$ cat config.mk
export PLATFORM = sky130hd
export DESIGN_NAME = spi_master_slave_port
export DESIGN_NICKNAME = d
export VERILOG_FILES = /design/src/spi_port_pkg.sv /design/src/spi_master_slave_port.sv
export VERILOG_INCLUDE_DIRS = /design/src
export SDC_FILE = /design/constraint.sdc
export NUM_CORES = 1
export LEC_CHECK = 0
export BUFFER_PORTS_ARGS = -buffer_cell sky130_fd_sc_hd__buf_2
export CORE_ASPECT_RATIO = 0.75
export CORE_UTILIZATION = 63
export CTS_CLUSTER_SIZE = 8
export DETAILED_ROUTE_END_ITERATION = 10
export PLACE_DENSITY_LB_ADDON = 0.08
export RECOVER_POWER = 100
export SETUP_SLACK_MARGIN = 0.3
export SLEW_MARGIN = 20
export SYNTH_ARGS = -nofsm -noshare
export SYNTH_HDL_FRONTEND = slang
export SYNTH_SLANG_ARGS = --single-unit
export TNS_END_PERCENT = 10
$ cat constraint.sdc
create_clock -name sys_clk -period 5.9 [get_ports sys_clk]
set_input_delay 0.295 -clock sys_clk [delete_from_list [all_inputs] [get_ports sys_clk]]
set_output_delay 0.295 -clock sys_clk [all_outputs]
set_load 0.1 [all_outputs]
$ cat src/spi_port_consts.svh
`ifndef SPI_PORT_CONSTS_SVH
`define SPI_PORT_CONSTS_SVH

// Register offsets on the plain register port
`define SPI_CTRL_OFF 8'hD5
`define SPI_STATUS_OFF 8'hAA
`define SPI_DATA_OFF 8'h86

// Control register fields
`define SPI_CTRL_IRQEN_BIT 7
`define SPI_CTRL_PORTEN_BIT 6
`define SPI_CTRL_ORDER_BIT 5
`define SPI_CTRL_MASTER_BIT 4
`define SPI_CTRL_IDLE_BIT 3
`define SPI_CTRL_PHASE_BIT 2
`define SPI_CTRL_RATE1_BIT 1
`define SPI_CTRL_RATE0_BIT 0
`define SPI_CTRL_RESET 8'h00

// Status register fields
`define SPI_STAT_EOT_BIT 7
`define SPI_STAT_WRITE_COLLISION_FLAG_BIT 6
`define SPI_STAT_LDWIN_BIT 5
`define SPI_STAT_DISSO_BIT 1
`define SPI_STAT_MODE_BIT 0
`define SPI_DATA_RESET 8'h00

// Half shift-clock periods in system clocks for divide by 4, 8, 32, 64
`define SPI_HALF_DIV0 5'h02
`define SPI_HALF_DIV1 5'h04
`define SPI_HALF_DIV2 5'h10
`define SPI_HALF_DIV3 5'h20

// Bit slots at the start of a byte during which the load window is open
`define SPI_LOAD_WIN_BITS 4

`endif

$ cat src/spi_port_pkg.sv
package spi_port_pkg;

  // Master shift engine states
  typedef enum logic [0:0] {
    MST_IDLE,
    MST_SHIFT
  } master_state_type;

  typedef logic [7:0] reg_byte_type;

endpackage : spi_port_pkg

$ cat src/spi_master_slave_port.sv
// The strobed register port was chosen for this implementation.
`timescale 1ns/10ps
`include "spi_port_consts.svh"

// Function
// - Shift clock output as master, input as slave
// - Master ignores slave-select input
// - Slave active only while select held low
// - Normal master write starts clock and shifts
// - First bit waits for next half-slot boundary
// - Byte done: stop clock, flag, buffer received
// - Interrupt needs both enables set
// - Data window write transmits, read receives
// - Normal write during transfer flags collision, dropped
// - Buffered write loads holding byte, flags full
// - Full flag cleared when byte enters shifter
// - Idle master sends buffered byte at once
// - Load window open first four bit slots
// - Waiting byte chains without stopping the clock
// - Port enable connects pins, clear disables
// - Bit order selects LSB or MSB first
// - Master select picks role and data directions
// - Clock idle level sets idle clock state
// - Phase and idle level pick timing format
// - Rate bits divide clock by 4/8/32/64
// - Unloaded slave echoes received byte
// - Mode bit selects normal or buffered writes
// - Status read then data access clears flag
module spi_master_slave_port #(
  parameter int BYTE_W = 8
) (
  input wire logic sys_clk,
  input wire logic arst_n,
  input wire logic [7:0] regAddr,
  input wire spi_port_pkg::reg_byte_type regWrData,
  input wire logic regWrStrobe,
  input wire logic regRdStrobe,
  output spi_port_pkg::reg_byte_type regRdData,
  input wire logic serialIrqEnable,
  output logic irqReq,
  input wire logic sckIn,
  output logic sckOut,
  output logic sckOe,
  input wire logic mosiIn,
  output logic mosiOut,
  output logic mosiOe,
  input wire logic misoIn,
  output logic misoOut,
  output logic misoOe,
  input wire logic slaveSelectN
);
  import spi_port_pkg::*;

  localparam int HW = $clog2(2 * BYTE_W);
  localparam int CW = $clog2(BYTE_W);
  localparam logic [HW-1:0] H_LAST = HW'(2 * BYTE_W - 1);
  localparam logic [HW-1:0] H_WIN = HW'(2 * `SPI_LOAD_WIN_BITS);
  localparam logic [CW-1:0] C_LAST = CW'(BYTE_W - 1);
  localparam logic [CW-1:0] C_WIN = CW'(`SPI_LOAD_WIN_BITS);

  // Bytes wider than the register port cannot be reached by software
  initial
  begin
    if (BYTE_W < 5 || BYTE_W > 8)
      $error("BYTE_W must lie between 5 and 8");
  end

  reg_byte_type ctrlReg;
  logic modeReg;
  logic dissoReg;
  logic eotReg;
  logic wcolReg;
  logic armedReg;
  logic [BYTE_W-1:0] shiftReg;
  logic [BYTE_W-1:0] holdReg;
  logic [BYTE_W-1:0] rxBufReg;
  logic holdFullReg;
  logic outBitReg;
  logic sckReg;
  logic startPendReg;
  logic [4:0] prescReg;
  logic [HW-1:0] halfReg;
  logic [CW-1:0] slvCntReg;
  logic sckPrevReg;
  master_state_type stateReg;
  logic [3:0] syncStage1Reg;
  logic [3:0] syncStage2Reg;

  // Control fields
  logic irqEn;
  logic portEn;
  logic lsbFirst;
  logic masterSel;
  logic idleLevel;
  logic phaseSel;
  logic [1:0] rateSel;
  assign irqEn = ctrlReg[`SPI_CTRL_IRQEN_BIT];
  assign portEn = ctrlReg[`SPI_CTRL_PORTEN_BIT];
  assign lsbFirst = ctrlReg[`SPI_CTRL_ORDER_BIT];
  assign masterSel = ctrlReg[`SPI_CTRL_MASTER_BIT];
  assign idleLevel = ctrlReg[`SPI_CTRL_IDLE_BIT];
  assign phaseSel = ctrlReg[`SPI_CTRL_PHASE_BIT];
  assign rateSel = {ctrlReg[`SPI_CTRL_RATE1_BIT], ctrlReg[`SPI_CTRL_RATE0_BIT]};

  // Two-flop synchronisers for all pin inputs: clock, mosi, miso, select
  logic [3:0] pinRaw;
  assign pinRaw = {sckIn, mosiIn, misoIn, slaveSelectN};
  genvar gi;
  generate
    for (gi = 0; gi < 4; gi++)
    begin : g_sync
      always_ff @(posedge sys_clk or negedge arst_n)
      begin
        if (!arst_n)
        begin
          syncStage1Reg[gi] <= 1'b1;
          syncStage2Reg[gi] <= 1'b1;
        end
        else
        begin
          syncStage1Reg[gi] <= pinRaw[gi];
          syncStage2Reg[gi] <= syncStage1Reg[gi];
        end
      end
    end
  endgenerate

  logic sckSync;
  logic mosiSync;
  logic misoSync;
  logic selSyncN;
  assign sckSync = syncStage2Reg[3];
  assign mosiSync = syncStage2Reg[2];
  assign misoSync = syncStage2Reg[1];
  assign selSyncN = syncStage2Reg[0];

  // Register port decode
  logic ctrlWr;
  logic statWr;
  logic statRd;
  logic dataWr;
  logic dataRd;
  assign ctrlWr = regWrStrobe && regAddr == `SPI_CTRL_OFF;
  assign statWr = regWrStrobe && regAddr == `SPI_STATUS_OFF;
  assign statRd = regRdStrobe && regAddr == `SPI_STATUS_OFF;
  assign dataWr = regWrStrobe && regAddr == `SPI_DATA_OFF;
  assign dataRd = regRdStrobe && regAddr == `SPI_DATA_OFF;

  // Role and selection; the select pin only matters in slave role
  logic masterOn;
  logic slaveOn;
  logic selected;
  assign masterOn = portEn && masterSel;
  assign slaveOn = portEn && !masterSel;
  assign selected = slaveOn && !selSyncN;

  // Master bit-slot timing; rate bits are ignored in slave role
  logic [4:0] halfDiv;
  logic tick;
  always_comb
  begin
    unique case (rateSel)
      2'b00: halfDiv = `SPI_HALF_DIV0;
      2'b01: halfDiv = `SPI_HALF_DIV1;
      2'b10: halfDiv = `SPI_HALF_DIV2;
      2'b11: halfDiv = `SPI_HALF_DIV3;
    endcase
  end
  assign tick = masterOn && prescReg == halfDiv - 5'h01;

  // Slave clock edges, seen only while selected
  logic sckChange;
  logic sckLead;
  logic sckTrail;
  assign sckChange = selected && sckSync != sckPrevReg;
  assign sckLead = sckChange && sckSync != idleLevel;
  assign sckTrail = sckChange && sckSync == idleLevel;

  // Sample and drive events for both roles
  logic mstSample;
  logic mstDrive;
  logic mstDone;
  logic slvSample;
  logic slvDrive;
  logic slvDone;
  // Master samples at the end of each second half slot, so the far side's
  // bit has crossed the two-flop synchroniser even at divide by 4
  assign mstSample = stateReg == MST_SHIFT && tick && halfReg[0];
  assign mstDone = stateReg == MST_SHIFT && tick && halfReg == H_LAST;
  assign mstDrive = mstSample && !mstDone;
  assign slvSample = phaseSel ? sckTrail : sckLead;
  assign slvDrive = phaseSel ? sckLead : sckTrail;
  assign slvDone = slvSample && slvCntReg == C_LAST;

  // Write handling for both modes
  logic busy;
  logic xferDone;
  logic collide;
  logic directLoad;
  logic holdLoad;
  logic unloadIdle;
  logic chain;
  assign busy = masterOn ? (stateReg == MST_SHIFT || startPendReg) : (selected && slvCntReg != '0);
  assign xferDone = mstDone || slvDone;
  assign collide = dataWr && !modeReg && busy;
  assign directLoad = dataWr && !modeReg && !busy && !slvSample;
  assign holdLoad = dataWr && modeReg;
  assign unloadIdle = modeReg && holdFullReg && !busy && !slvSample;
  assign chain = xferDone && modeReg && holdFullReg;

  // Shift helpers
  logic inBit;
  logic [BYTE_W-1:0] shifted;
  logic srTop;
  logic holdTop;
  assign inBit = masterOn ? misoSync : mosiSync;
  assign shifted = lsbFirst ? {inBit, shiftReg[BYTE_W-1:1]} : {shiftReg[BYTE_W-2:0], inBit};
  assign srTop = lsbFirst ? shiftReg[0] : shiftReg[BYTE_W-1];
  assign holdTop = lsbFirst ? holdReg[0] : holdReg[BYTE_W-1];
  logic shTop;
  assign shTop = lsbFirst ? shifted[0] : shifted[BYTE_W-1];

  logic loadWin;
  assign loadWin = masterOn ? (stateReg == MST_SHIFT && halfReg < H_WIN) : (selected && slvCntReg < C_WIN);

  // Control register
  always_ff @(posedge sys_clk or negedge arst_n)
  begin
    if (!arst_n)
      ctrlReg <= `SPI_CTRL_RESET;
    else if (ctrlWr)
      ctrlReg <= regWrData;
  end

  // Writable status bits: write mode and slave output disable
  always_ff @(posedge sys_clk or negedge arst_n)
  begin
    if (!arst_n)
    begin
      modeReg <= 1'b0;
      dissoReg <= 1'b0;
    end
    else if (statWr)
    begin
      modeReg <= regWrData[`SPI_STAT_MODE_BIT];
      dissoReg <= regWrData[`SPI_STAT_DISSO_BIT];
    end
  end

  // Free-running prescaler so bit slots stay aligned to the rate
  always_ff @(posedge sys_clk or negedge arst_n)
  begin
    if (!arst_n)
      prescReg <= 5'h00;
    else if (!masterOn || tick)
      prescReg <= 5'h00;
    else
      prescReg <= prescReg + 5'h01;
  end

  // Start request; the engine picks it up on the next slot boundary
  always_ff @(posedge sys_clk or negedge arst_n)
  begin
    if (!arst_n)
      startPendReg <= 1'b0;
    else if (!masterOn)
      startPendReg <= 1'b0;
    else if (directLoad || unloadIdle)
      startPendReg <= 1'b1;
    else if (stateReg == MST_IDLE && tick)
      startPendReg <= 1'b0;
  end

  // Master engine: sixteen half slots per byte
  always_ff @(posedge sys_clk or negedge arst_n)
  begin
    if (!arst_n)
    begin
      stateReg <= MST_IDLE;
      halfReg <= '0;
    end
    else if (!masterOn)
    begin
      stateReg <= MST_IDLE;
      halfReg <= '0;
    end
    else
    begin
      unique case (stateReg)
        MST_IDLE:
        begin
          halfReg <= '0;
          if (startPendReg && tick)
            stateReg <= MST_SHIFT;
        end
        MST_SHIFT:
        begin
          if (mstDone)
          begin
            halfReg <= '0;
            stateReg <= chain ? MST_SHIFT : MST_IDLE;
          end
          else if (tick)
            halfReg <= halfReg + HW'(1);
        end
      endcase
    end
  end

  // Master clock pin level; one system clock later than the data it frames
  always_ff @(posedge sys_clk or negedge arst_n)
  begin
    if (!arst_n)
      sckReg <= 1'b0;
    else if (stateReg == MST_SHIFT)
      sckReg <= idleLevel ^ (halfReg[0] ^ phaseSel);
    else
      sckReg <= idleLevel;
  end

  // Slave edge history and bit count; deselect aborts the byte
  always_ff @(posedge sys_clk or negedge arst_n)
  begin
    if (!arst_n)
    begin
      sckPrevReg <= 1'b0;
      slvCntReg <= '0;
    end
    else
    begin
      sckPrevReg <= sckSync;
      if (!selected)
        slvCntReg <= '0;
      else if (slvSample)
        slvCntReg <= slvDone ? '0 : slvCntReg + CW'(1);
    end
  end

  // Shift register and receive buffer; the shifter keeps the last byte,
  // so an unloaded slave echoes it back
  always_ff @(posedge sys_clk or negedge arst_n)
  begin
    if (!arst_n)
    begin
      shiftReg <= '0;
      rxBufReg <= '0;
    end
    else if (xferDone)
    begin
      rxBufReg <= shifted;
      shiftReg <= chain ? holdReg : shifted;
    end
    else if (mstSample || slvSample)
      shiftReg <= shifted;
    else if (directLoad)
      shiftReg <= regWrData[BYTE_W-1:0];
    else if (unloadIdle)
      shiftReg <= holdReg;
  end

  // Outgoing bit; idle keeps the next first bit presented
  always_ff @(posedge sys_clk or negedge arst_n)
  begin
    if (!arst_n)
      outBitReg <= 1'b0;
    else if (chain && masterOn)
      outBitReg <= holdTop;
    else if (mstDrive)
      outBitReg <= shTop; // Next bit comes from the freshly shifted register value, not the incoming bit
    else if (slvDrive)
      outBitReg <= srTop;
    else if (masterOn ? stateReg == MST_IDLE : slvCntReg == '0)
      outBitReg <= srTop;
  end

  // Transmit holding buffer for buffered mode
  always_ff @(posedge sys_clk or negedge arst_n)
  begin
    if (!arst_n)
    begin
      holdReg <= '0;
      holdFullReg <= 1'b0;
    end
    else
    begin
      if (holdLoad)
        holdReg <= regWrData[BYTE_W-1:0];
      if (holdLoad)
        holdFullReg <= 1'b1;
      else if (unloadIdle || chain)
        holdFullReg <= 1'b0;
    end
  end

  // Status read arms the flag clear done by the next data access
  always_ff @(posedge sys_clk or negedge arst_n)
  begin
    if (!arst_n)
      armedReg <= 1'b0;
    else if (statRd)
      armedReg <= 1'b1;
    else if (dataRd || dataWr)
      armedReg <= 1'b0;
  end

  // End-of-transfer flag; a new event beats the clear
  always_ff @(posedge sys_clk or negedge arst_n)
  begin
    if (!arst_n)
      eotReg <= 1'b0;
    else if (xferDone)
      eotReg <= 1'b1;
    else if (armedReg && (dataRd || dataWr))
      eotReg <= 1'b0;
  end

  // Collision flag doubles as buffer-full indicator in buffered mode
  always_ff @(posedge sys_clk or negedge arst_n)
  begin
    if (!arst_n)
      wcolReg <= 1'b0;
    else if (collide || holdLoad)
      wcolReg <= 1'b1;
    else if (modeReg && (unloadIdle || chain))
      wcolReg <= 1'b0;
    else if (!modeReg && armedReg && (dataRd || dataWr))
      wcolReg <= 1'b0;
  end

  // Read data, valid only in the cycle after the strobe
  always_ff @(posedge sys_clk or negedge arst_n)
  begin
    if (!arst_n)
      regRdData <= `SPI_DATA_RESET;
    else if (!regRdStrobe)
      regRdData <= 8'h00;
    else if (regAddr == `SPI_CTRL_OFF)
      regRdData <= ctrlReg;
    else if (regAddr == `SPI_STATUS_OFF)
      regRdData <= {eotReg, wcolReg, loadWin, 3'h0, dissoReg, modeReg};
    else if (regAddr == `SPI_DATA_OFF)
      regRdData <= 8'(rxBufReg);
    else
      regRdData <= 8'h00;
  end

  // Pin drivers; nothing drives while the port is off
  assign sckOut = sckReg;
  assign sckOe = masterOn;
  assign mosiOut = outBitReg;
  assign mosiOe = masterOn;
  assign misoOut = outBitReg;
  assign misoOe = selected && !dissoReg;

  // Interrupt request gated by both enables
  assign irqReq = eotReg && irqEn && serialIrqEnable;

endmodule : spi_master_slave_port

==> metrics.yaml, run 1 <==
outcome:
  status: "complete, but fails checks"
  violations: "max-capacitance violations, max-slew violations"
drt:
  vias: 2774
  route.detailed.drc: 0
  totalWireLength_mm: 8.04
  vias_per_cell: 5.98
  first_iter_violations: 329
  routedWlPerCell_um: 17.3
  dr.pass1.iters: 6
  ant_nets: 0
die:
  start_util: 0.665
  num_io_pins: 40
  dieArea_um2: 6050
  placementRows: 23
  die_y_um: 67.6
  core_um2: 5440
  die_w_um: 89.5
timing:
  hold_violations: 0
  setup_viol: 0
  fin_crit_sh: 0.587
  slew_viol_final: 72
  fin_crit_ns: 3.46
  clock.fmax_mhz: 289
  tightestPinTransition_ns: 3.61
  rsz0062_at_grt: "false"
  clock_skew_ns: 0.00844
  slew_headroom: -1.41
  tns_ns: 0
place:
  gp_congestion: 0.924
  io_buffers: 39
  hpwlAfterDp_mm: 5.58
layout:
  area_delta_synth_final_pct: 10.6
  final_util: 0.735
  antenna-diode-count: 0
  nets: 415
  drive_gt1_frac: 0.206
clock_tree:
  cts_setup_buffers: 0
  clock_path_buffers: 2
  clock_latency_ns: 0.35
  clkTransAtPathRegs_ns: 0.08
  cts_max_level: 3
  ctsRootBufferMaster: "clkbuf_8"
  hold_buffers: 0
  cts-resized-gates: 0
  cts_tree: "built"
  numCtsBuffers: 9
  cts.sink_count: 71
worst_setup_path:
  critical_path.most_common_cell: "o21ai_0"
  endpoint_kind: "flop"
  crit_path_max_incr_delay_ns: 0.60
  startpoint_type: "flop"
  crit_chain: "or2_2, ha_1, xor2_1, nand4_1, a211oi_1, clkbuf_1, a31o_1, or3_1, o21ai_0, o21ai_0"
  cp_max_fo: 13
  rrSetupSlack_ns: 2.44
  crit_type: "reg2reg"
  critical_path.top_delay_family: "compound AO/OA/AOI/OAI gates"
  cp_num_buf_inv: 1
  crit_arrival_ns: 3.73
  required_ns: 6.17
  critPathSlowestCell: "or3_1"
global_routing:
  grt_pass1_vias: 2597
  antenna_found_initial: 0
  grt_remaining_overflow: 0
  grt_max_degree: 72
  grt_pass1_wl_mm: 12.7
  grtUsageTotal: 0.295
synth:
  synthArstFlopShare: 1.00
  synth_area_leader_cell: "dfrtp_1"
  synthFlopType: "dfrtp_1"
  synth_area_per_cell_um2: 10.4
  synth_enable_flop_cells: 0
  synth-seq-cells: 71
  syn_inst: 347
  yosys.area.top_type_share: 0.436
  synth_fp_nets: 378
  ys.warnings.count: 0
  synthMostInstantiatedCell: "dfrtp_1"
  ys_types: 49
  synth.cell_area_um2: 3620
  ys_top_cells_by_count: "dfrtp_1 (63), nand2_1 (40), nor2_1 (32)"
  synth.area.top_cells: "dfrtp_1 (44%), mux2_2 (5.9%), dfstp_2 (5.8%), mux2i_1 (5.5%), nand2_1 (4.2%)"
  ys_seq_area_frac: 0.494
power_and_ir_drop:
  vdd_ir_drop_max_uv: 175
  powerDensity_nw_per_um2: 275
  leakage_nw: 1.87
worst_hold_path:
  hold_path_class: "in2reg"
run:
  max_cap_viol_count: 1
## worst register-to-register path, cell delays in order, from the launching register on
cell and delay, ns:
dfrtp_1 0.44, or2_2 0.33, ha_1 0.31, xor2_1 0.14, nand4_1 0.10, a211oi_1 0.17, clkbuf_1 0.39, a31o_1 0.48
or3_1 0.60, o21ai_0 0.21, o21ai_0 0.21
## routing by layer
metal / up-vias / wire length (um) / track usage
met1: 1350 / 3810 / 0.418
met5: - / 0 / 0
met2: 106 / 3510 / 0.438
met4: 0 / 141 / 0.117
li1: 1305 / - / -
met3: 13 / 576 / 0.0733
## worst paths after layout
kind,start,to,cells past startpoint
worst max register to register,ctrlReg[0]$_DFFE_PN0P_,shiftReg[0]$_DFFE_PN0P_,10
min in group asynchronous,arst_n,slvCntReg[0]$_DFFE_PN0P_,2
worst min register to register,syncStage1Reg[1]$_DFF_PN1_,misoSync$_DFF_PN1_,0
worst min-delay path,misoIn,syncStage1Reg[1]$_DFF_PN1_,1
worst max-delay path,ctrlReg[0]$_DFFE_PN0P_,shiftReg[0]$_DFFE_PN0P_,10
max in group asynchronous,arst_n,halfReg[1]$_DFFE_PN0P_,2
## registers in the layout, indices dropped and copies added, names as in the netlist, 3 cells and up
| name | cells |
|---|---|
| ctrlReg | 8 |
| holdReg | 8 |
| regRdData | 8 |
| rxBufReg | 8 |
| shiftReg | 8 |
| prescReg | 5 |
| halfReg | 4 |
| syncStage1Reg | 4 |
| slvCntReg | 3 |
## report_power, final
group | switching [mW] | internal (mW) | total, mW
logic | 0.0764 | 0.0537 | 0.130
clock network | 0.181 | 0.239 | 0.421
registers | 0.0312 | 0.516 | 0.547
total | 0.289 | 0.809 | 1.10
## layout by cell type, fill, tap and decap left out, types with 3 or more instances in the layout
cell type / count
a21oi_1: 18
a222oi_1: 4
a22oi_1: 3
a31oi_1: 3
a31oi_2: 5
and3_1: 7
buf_2: 23
clkbuf_1: 21
clkbuf_8: 9
dfrtp_1: 63
dfstp_2: 7
ha_1: 6
inv_1: 10
mux2_2: 19
mux2i_1: 21
nand2_1: 40
nand2b_1: 5
nand3_1: 13
nor2_1: 33
nor2_2: 5
nor2b_1: 8
nor3_1: 5
o211ai_1: 8
o21ai_0: 15
xnor2_1: 4
xor2_1: 5
## area by class of cell
cell class | instances | area [um2]
Tap cell | 75 | 93.8
Sequential cell | 71 | 1790
Timing Repair Buffer | 42 | 186
Inverter | 10 | 37.5
Multi-Input combinational cell | 250 | 1680
Clock inverter | 5 | 82.6
Clock buffer | 11 | 131
Fill cell | 410 | 1440
## through the flow
stage	hold slack [ns]	worst slack (ns)	power (mW)	cell area (um2)	std cells
after floorplan	-0.000591	3.42	0.638	3620	347
after CTS	0.0278	2.72	1.10	4040	463
after global routing	0.0269	1.76	1.14	4000	464
final	0.0414	2.44	1.10	4000	464
after detailed placement	0.348	2.72	0.685	3830	447
after global placement	0.346	2.86	0.680	3830	447
## kinds of logic (layout without fill, tap and decap cells)
family                     Yosys count  after routing  share of synthesized area
adders and majority gates            6              6                     0.0208
AOI/OAI and AO/OA                   68             68                      0.132
buffers and inverters               26             68                     0.0360
muxes                               41             41                      0.125
and+or+nand+nor                    126            126                      0.168
xor gates and xnor gates             9              9                     0.0239
DFF                                 71             71                      0.494
No activity file was read; power rests on OpenSTA's default activity.
==> run 2: changes to the inputs <==
Settings changed: ABC_AREA set to 1, CORE_UTILIZATION 63 to 59.
Clock period 5.9 ns to 3.4 ns, I/O delays scaled along.
==> metrics.yaml, run 2 <==
outcome:
  status: "complete, but fails checks"
  violations: "max-capacitance violations, max-slew violations"
timing:
  fin_crit_sh: 0.787  # +0.199
  clock.fmax_mhz: 374  # +30%
  setup_viol: 0  # unchanged
  clock_skew_ns: 0.00839  # -0.0000577 ns
  rsz0062_at_grt: "false"
  tns_ns: 0  # unchanged
  slew_headroom: -0.138  # +1.27
  tightestPinTransition_ns: 1.71  # -1.90 ns
  hold_violations: 0  # unchanged
  fin_crit_ns: 2.67  # -0.790 ns
  slew_viol_final: 72  # unchanged
synth:
  synthMuxAreaShare: 0.0177  # -0.107
  synth_top_family_by_area: "simple AND/OR/NAND/NOR gates"
  synthArstFlopShare: 1.00  # unchanged
  syn_inst: 501  # +44%
  synthFlopType: "dfrtp_1"
  yosys.area_share.adder: 0.0197  # -0.00104
  ys_seq_area_frac: 0.469  # -0.0248
  synth_area_per_cell_um2: 7.60  # -27%
  synth_fp_nets: 532  # +41%
  synth-seq-cells: 71  # unchanged
  ys_types: 34  # -31%
  synth_area_leader_cell: "dfrtp_1"
  ys_top_cells_by_count: "nand2_1 (164), inv_1 (64), dfrtp_1 (63)"
  ys.warnings.count: 0  # unchanged
  synth.cell_area_um2: 3810  # +5.3%
  synth_enable_flop_cells: 0  # unchanged
  synthMostInstantiatedCell: "nand2_1"
  synth_compound_area_frac: 0.0936  # -0.0389
  synthXorXnorAreaFrac: 0.00920  # -0.0147
  synth.area.top_cells: "dfrtp_1 (41%), nand2_1 (16%), inv_1 (6.3%), dfstp_2 (5.5%), o21ai_0 (5.0%)"
  synthSimpleGateAreaFrac: 0.302  # +0.133
  yosys.area.top_type_share: 0.414  # -0.0219
drt:
  ant_nets: 0  # unchanged
  routedWlPerCell_um: 15.1  # -13%
  vias_per_cell: 5.58  # -6.7%
  first_iter_violations: 259  # -21%
  dr.pass1.iters: 5  # -1
  vias: 3509  # +26%
  totalWireLength_mm: 9.51  # +18%
  route.detailed.drc: 0  # unchanged
layout:
  layout_commonest_cell: "nand2_1"
  design_area_um2: 4290  # +7.3%
  antenna-diode-count: 0  # unchanged
  nets: 577  # +39%
  layout_common_cells: "nand2_1 (166), inv_1 (64), dfrtp_1 (63), nor2_1 (40), o21ai_0 (39)"
  drive_gt1_frac: 0.123  # -0.0822
  fill_cells: 490  # +20%
  area_delta_synth_final_pct: 12.7
worst_setup_path:
  crit_arrival_ns: 2.98  # -0.75 ns
  startpoint_type: "flop"
  endpoint_kind: "flop"
  rr_worst_depth: 14  # +4
  crit_type: "reg2reg"
  rrSetupSlack_ns: 0.73  # -1.71 ns
  required_ns: 3.70  # -2.47 ns
  cp_max_fo: 29  # +16
die:
  dieArea_um2: 6780  # +12%
  num_io_pins: 40  # unchanged
  core_um2: 6010  # +10%
  start_util: 0.634  # -0.0309
  die_y_um: 71.6  # +5.9%
  placementRows: 24  # +4.3%
  die_w_um: 94.8  # +5.9%
power_and_ir_drop:
  leakage_nw: 2.24  # +20%
  power_frac_seq: 0.440  # -0.058
  p_clk_frac: 0.380  # -0.003
  sw_frac_of_total: 0.309  # +0.0461
  p_sw_mw: 0.686  # +140%
  comb_power_share: 0.180  # +0.061
  powerDensity_nw_per_um2: 517  # +88%
  intPower_mw: 1.53  # +89%
  vdd_ir_drop_max_uv: 386  # +120%
place:
  place_area_um2: 4040  # +5.6%
  hpwlAfterDp_mm: 6.91  # +24%
  io_buffers: 39  # unchanged
  gp_congestion: 0.956  # +3.5%
global_routing:
  grt_max_degree: 72  # unchanged
  grtUsageTotal: 0.314  # +0.0185
  grt_remaining_overflow: 0  # unchanged
  grt_pass1_wl_mm: 15.8  # +24%
  antenna_found_initial: 0  # unchanged
  grt_pass1_vias: 3350  # +29%
clock_tree:
  ctsRootBufferMaster: "clkbuf_8"
  clkTransAtPathRegs_ns: 0.08  # about the same
  cts_max_level: 3  # unchanged
  hold_buffers: 4  # +4
  cts-resized-gates: 0  # unchanged
  clock_latency_ns: 0.37  # +0.02 ns
  numCtsBuffers: 9  # unchanged
  cts_tree: "built"
  cts.sink_count: 71  # unchanged
  cts_setup_buffers: 0  # unchanged
  clock_path_buffers: 2  # unchanged
worst_hold_path:
  hold_path_class: "in2reg"
  whs_path_depth: 3  # +2
run:
  max_cap_viol_count: 1  # unchanged
==> run 2: cell types whose count changed in the layout (fill, tap and decap cells not counted), moves of 6 or more <==
cell      previous run  this run
nor2b_1              8         0
o211ai_1             8         2
nand2_1             40       166
nand3_1             13        37
and3_1               7         0
inv_1               10        64
o22ai_1              0         7
nor2_1              33        40
mux2_2              19         6
nand2_2              0         6
o21ai_0             15        39
mux2i_1             21         0
==> run 2: per-layer routing <==
| layer | share of wire | routed length [um] | up-vias | GRT usage |
|---|---|---|---|---|
| li1 | - | - | 1683 | - |
| met4 | 0.019 | 180 | 0 | 0.109 |
| met1 | 0.44 | 4150 | 1614 | 0.414 |
| met3 | 0.10 | 987 | 22 | 0.127 |
| met5 | 0 | 0 | - | 0 |
| met2 | 0.44 | 4190 | 190 | 0.470 |
==> run 2: final timing paths <==
path	startpoint	endpoint
max reg2reg	ctrlReg[0]$_DFFE_PN0P_	misoOut$_DFFE_PN0P_
min	regWrData[6]	ctrlReg[6]$_DFFE_PN0P_
max in group asynchronous	arst_n	shiftReg[6]$_DFFE_PN0P_
min in group asynchronous	arst_n	prescReg[1]$_DFF_PN0_
min reg2reg	syncStage1Reg[2]$_DFF_PN1_	mosiSync$_DFF_PN1_
max	ctrlReg[0]$_DFFE_PN0P_	misoOut$_DFFE_PN0P_
==> run 2: worst max-delay path: stages (launching register included) <==
cell,delay (ns)
dfrtp_1,0.42
nor2_1,0.21
inv_1,0.07
ha_1,0.29
inv_1,0.05
nand2_1,0.06
nand3_1,0.06
nor2_1,0.32
nand4_1,0.27
nand2_1,0.15
buf_4,0.29
nand3_1,0.18
nand3_1,0.12
nand3_1,0.07
nand2_1,0.05
==> run 2: power by group through the flow <==
stage               Clock [mW]  Sequential (mW)  Combinational (mW)
global placement             0            0.988               0.387
detailed placement           0            0.989               0.394
global route             0.890            0.983               0.446
floorplan                    0            0.996               0.270
CTS                      0.856            0.974               0.400
finish                   0.843            0.976               0.399
==> run 2: final cells by class <==
cell class	instances	area (um2)	share of cell area
sequential	71	1790	0.416
multi-input combinational	351	1670	0.390
inverter	67	255	0.0595
timing repair buffer	46	233	0.0542
clock buffer	11	141	0.0329
clock inverter	5	104	0.0242
tap	78	97.6	0.0227
==> run 2: logic make-up after synthesis <==
| family | Yosys count |
|---|---|
| xor gates and xnor gates | 4 |
| muxes | 6 |
| and+or+nand+nor | 268 |
| AOI/OAI and AO/OA | 67 |
| buffers and inverters | 79 |
| DFF | 71 |
| adders and majority gates | 6 |
==> run 2: through the flow <==
step / hold WS, ns / cells / util / total power [mW] / setup slack (ns)
2_1_floorplan: -0.126 / 501 / - / 1.27 / 1.34
3_3_place_gp: 0.276 / 609 / 0.673 / 1.37 / 1.10
3_5_place_dp: 0.277 / 609 / 0.673 / 1.38 / 0.944
4_1_cts: 0.0421 / 629 / 0.720 / 2.23 / 0.892
5_1_grt: 0.0593 / 629 / 0.715 / 2.32 / 0.535
6_report: 0.0490 / 629 / 0.715 / 2.22 / 0.726
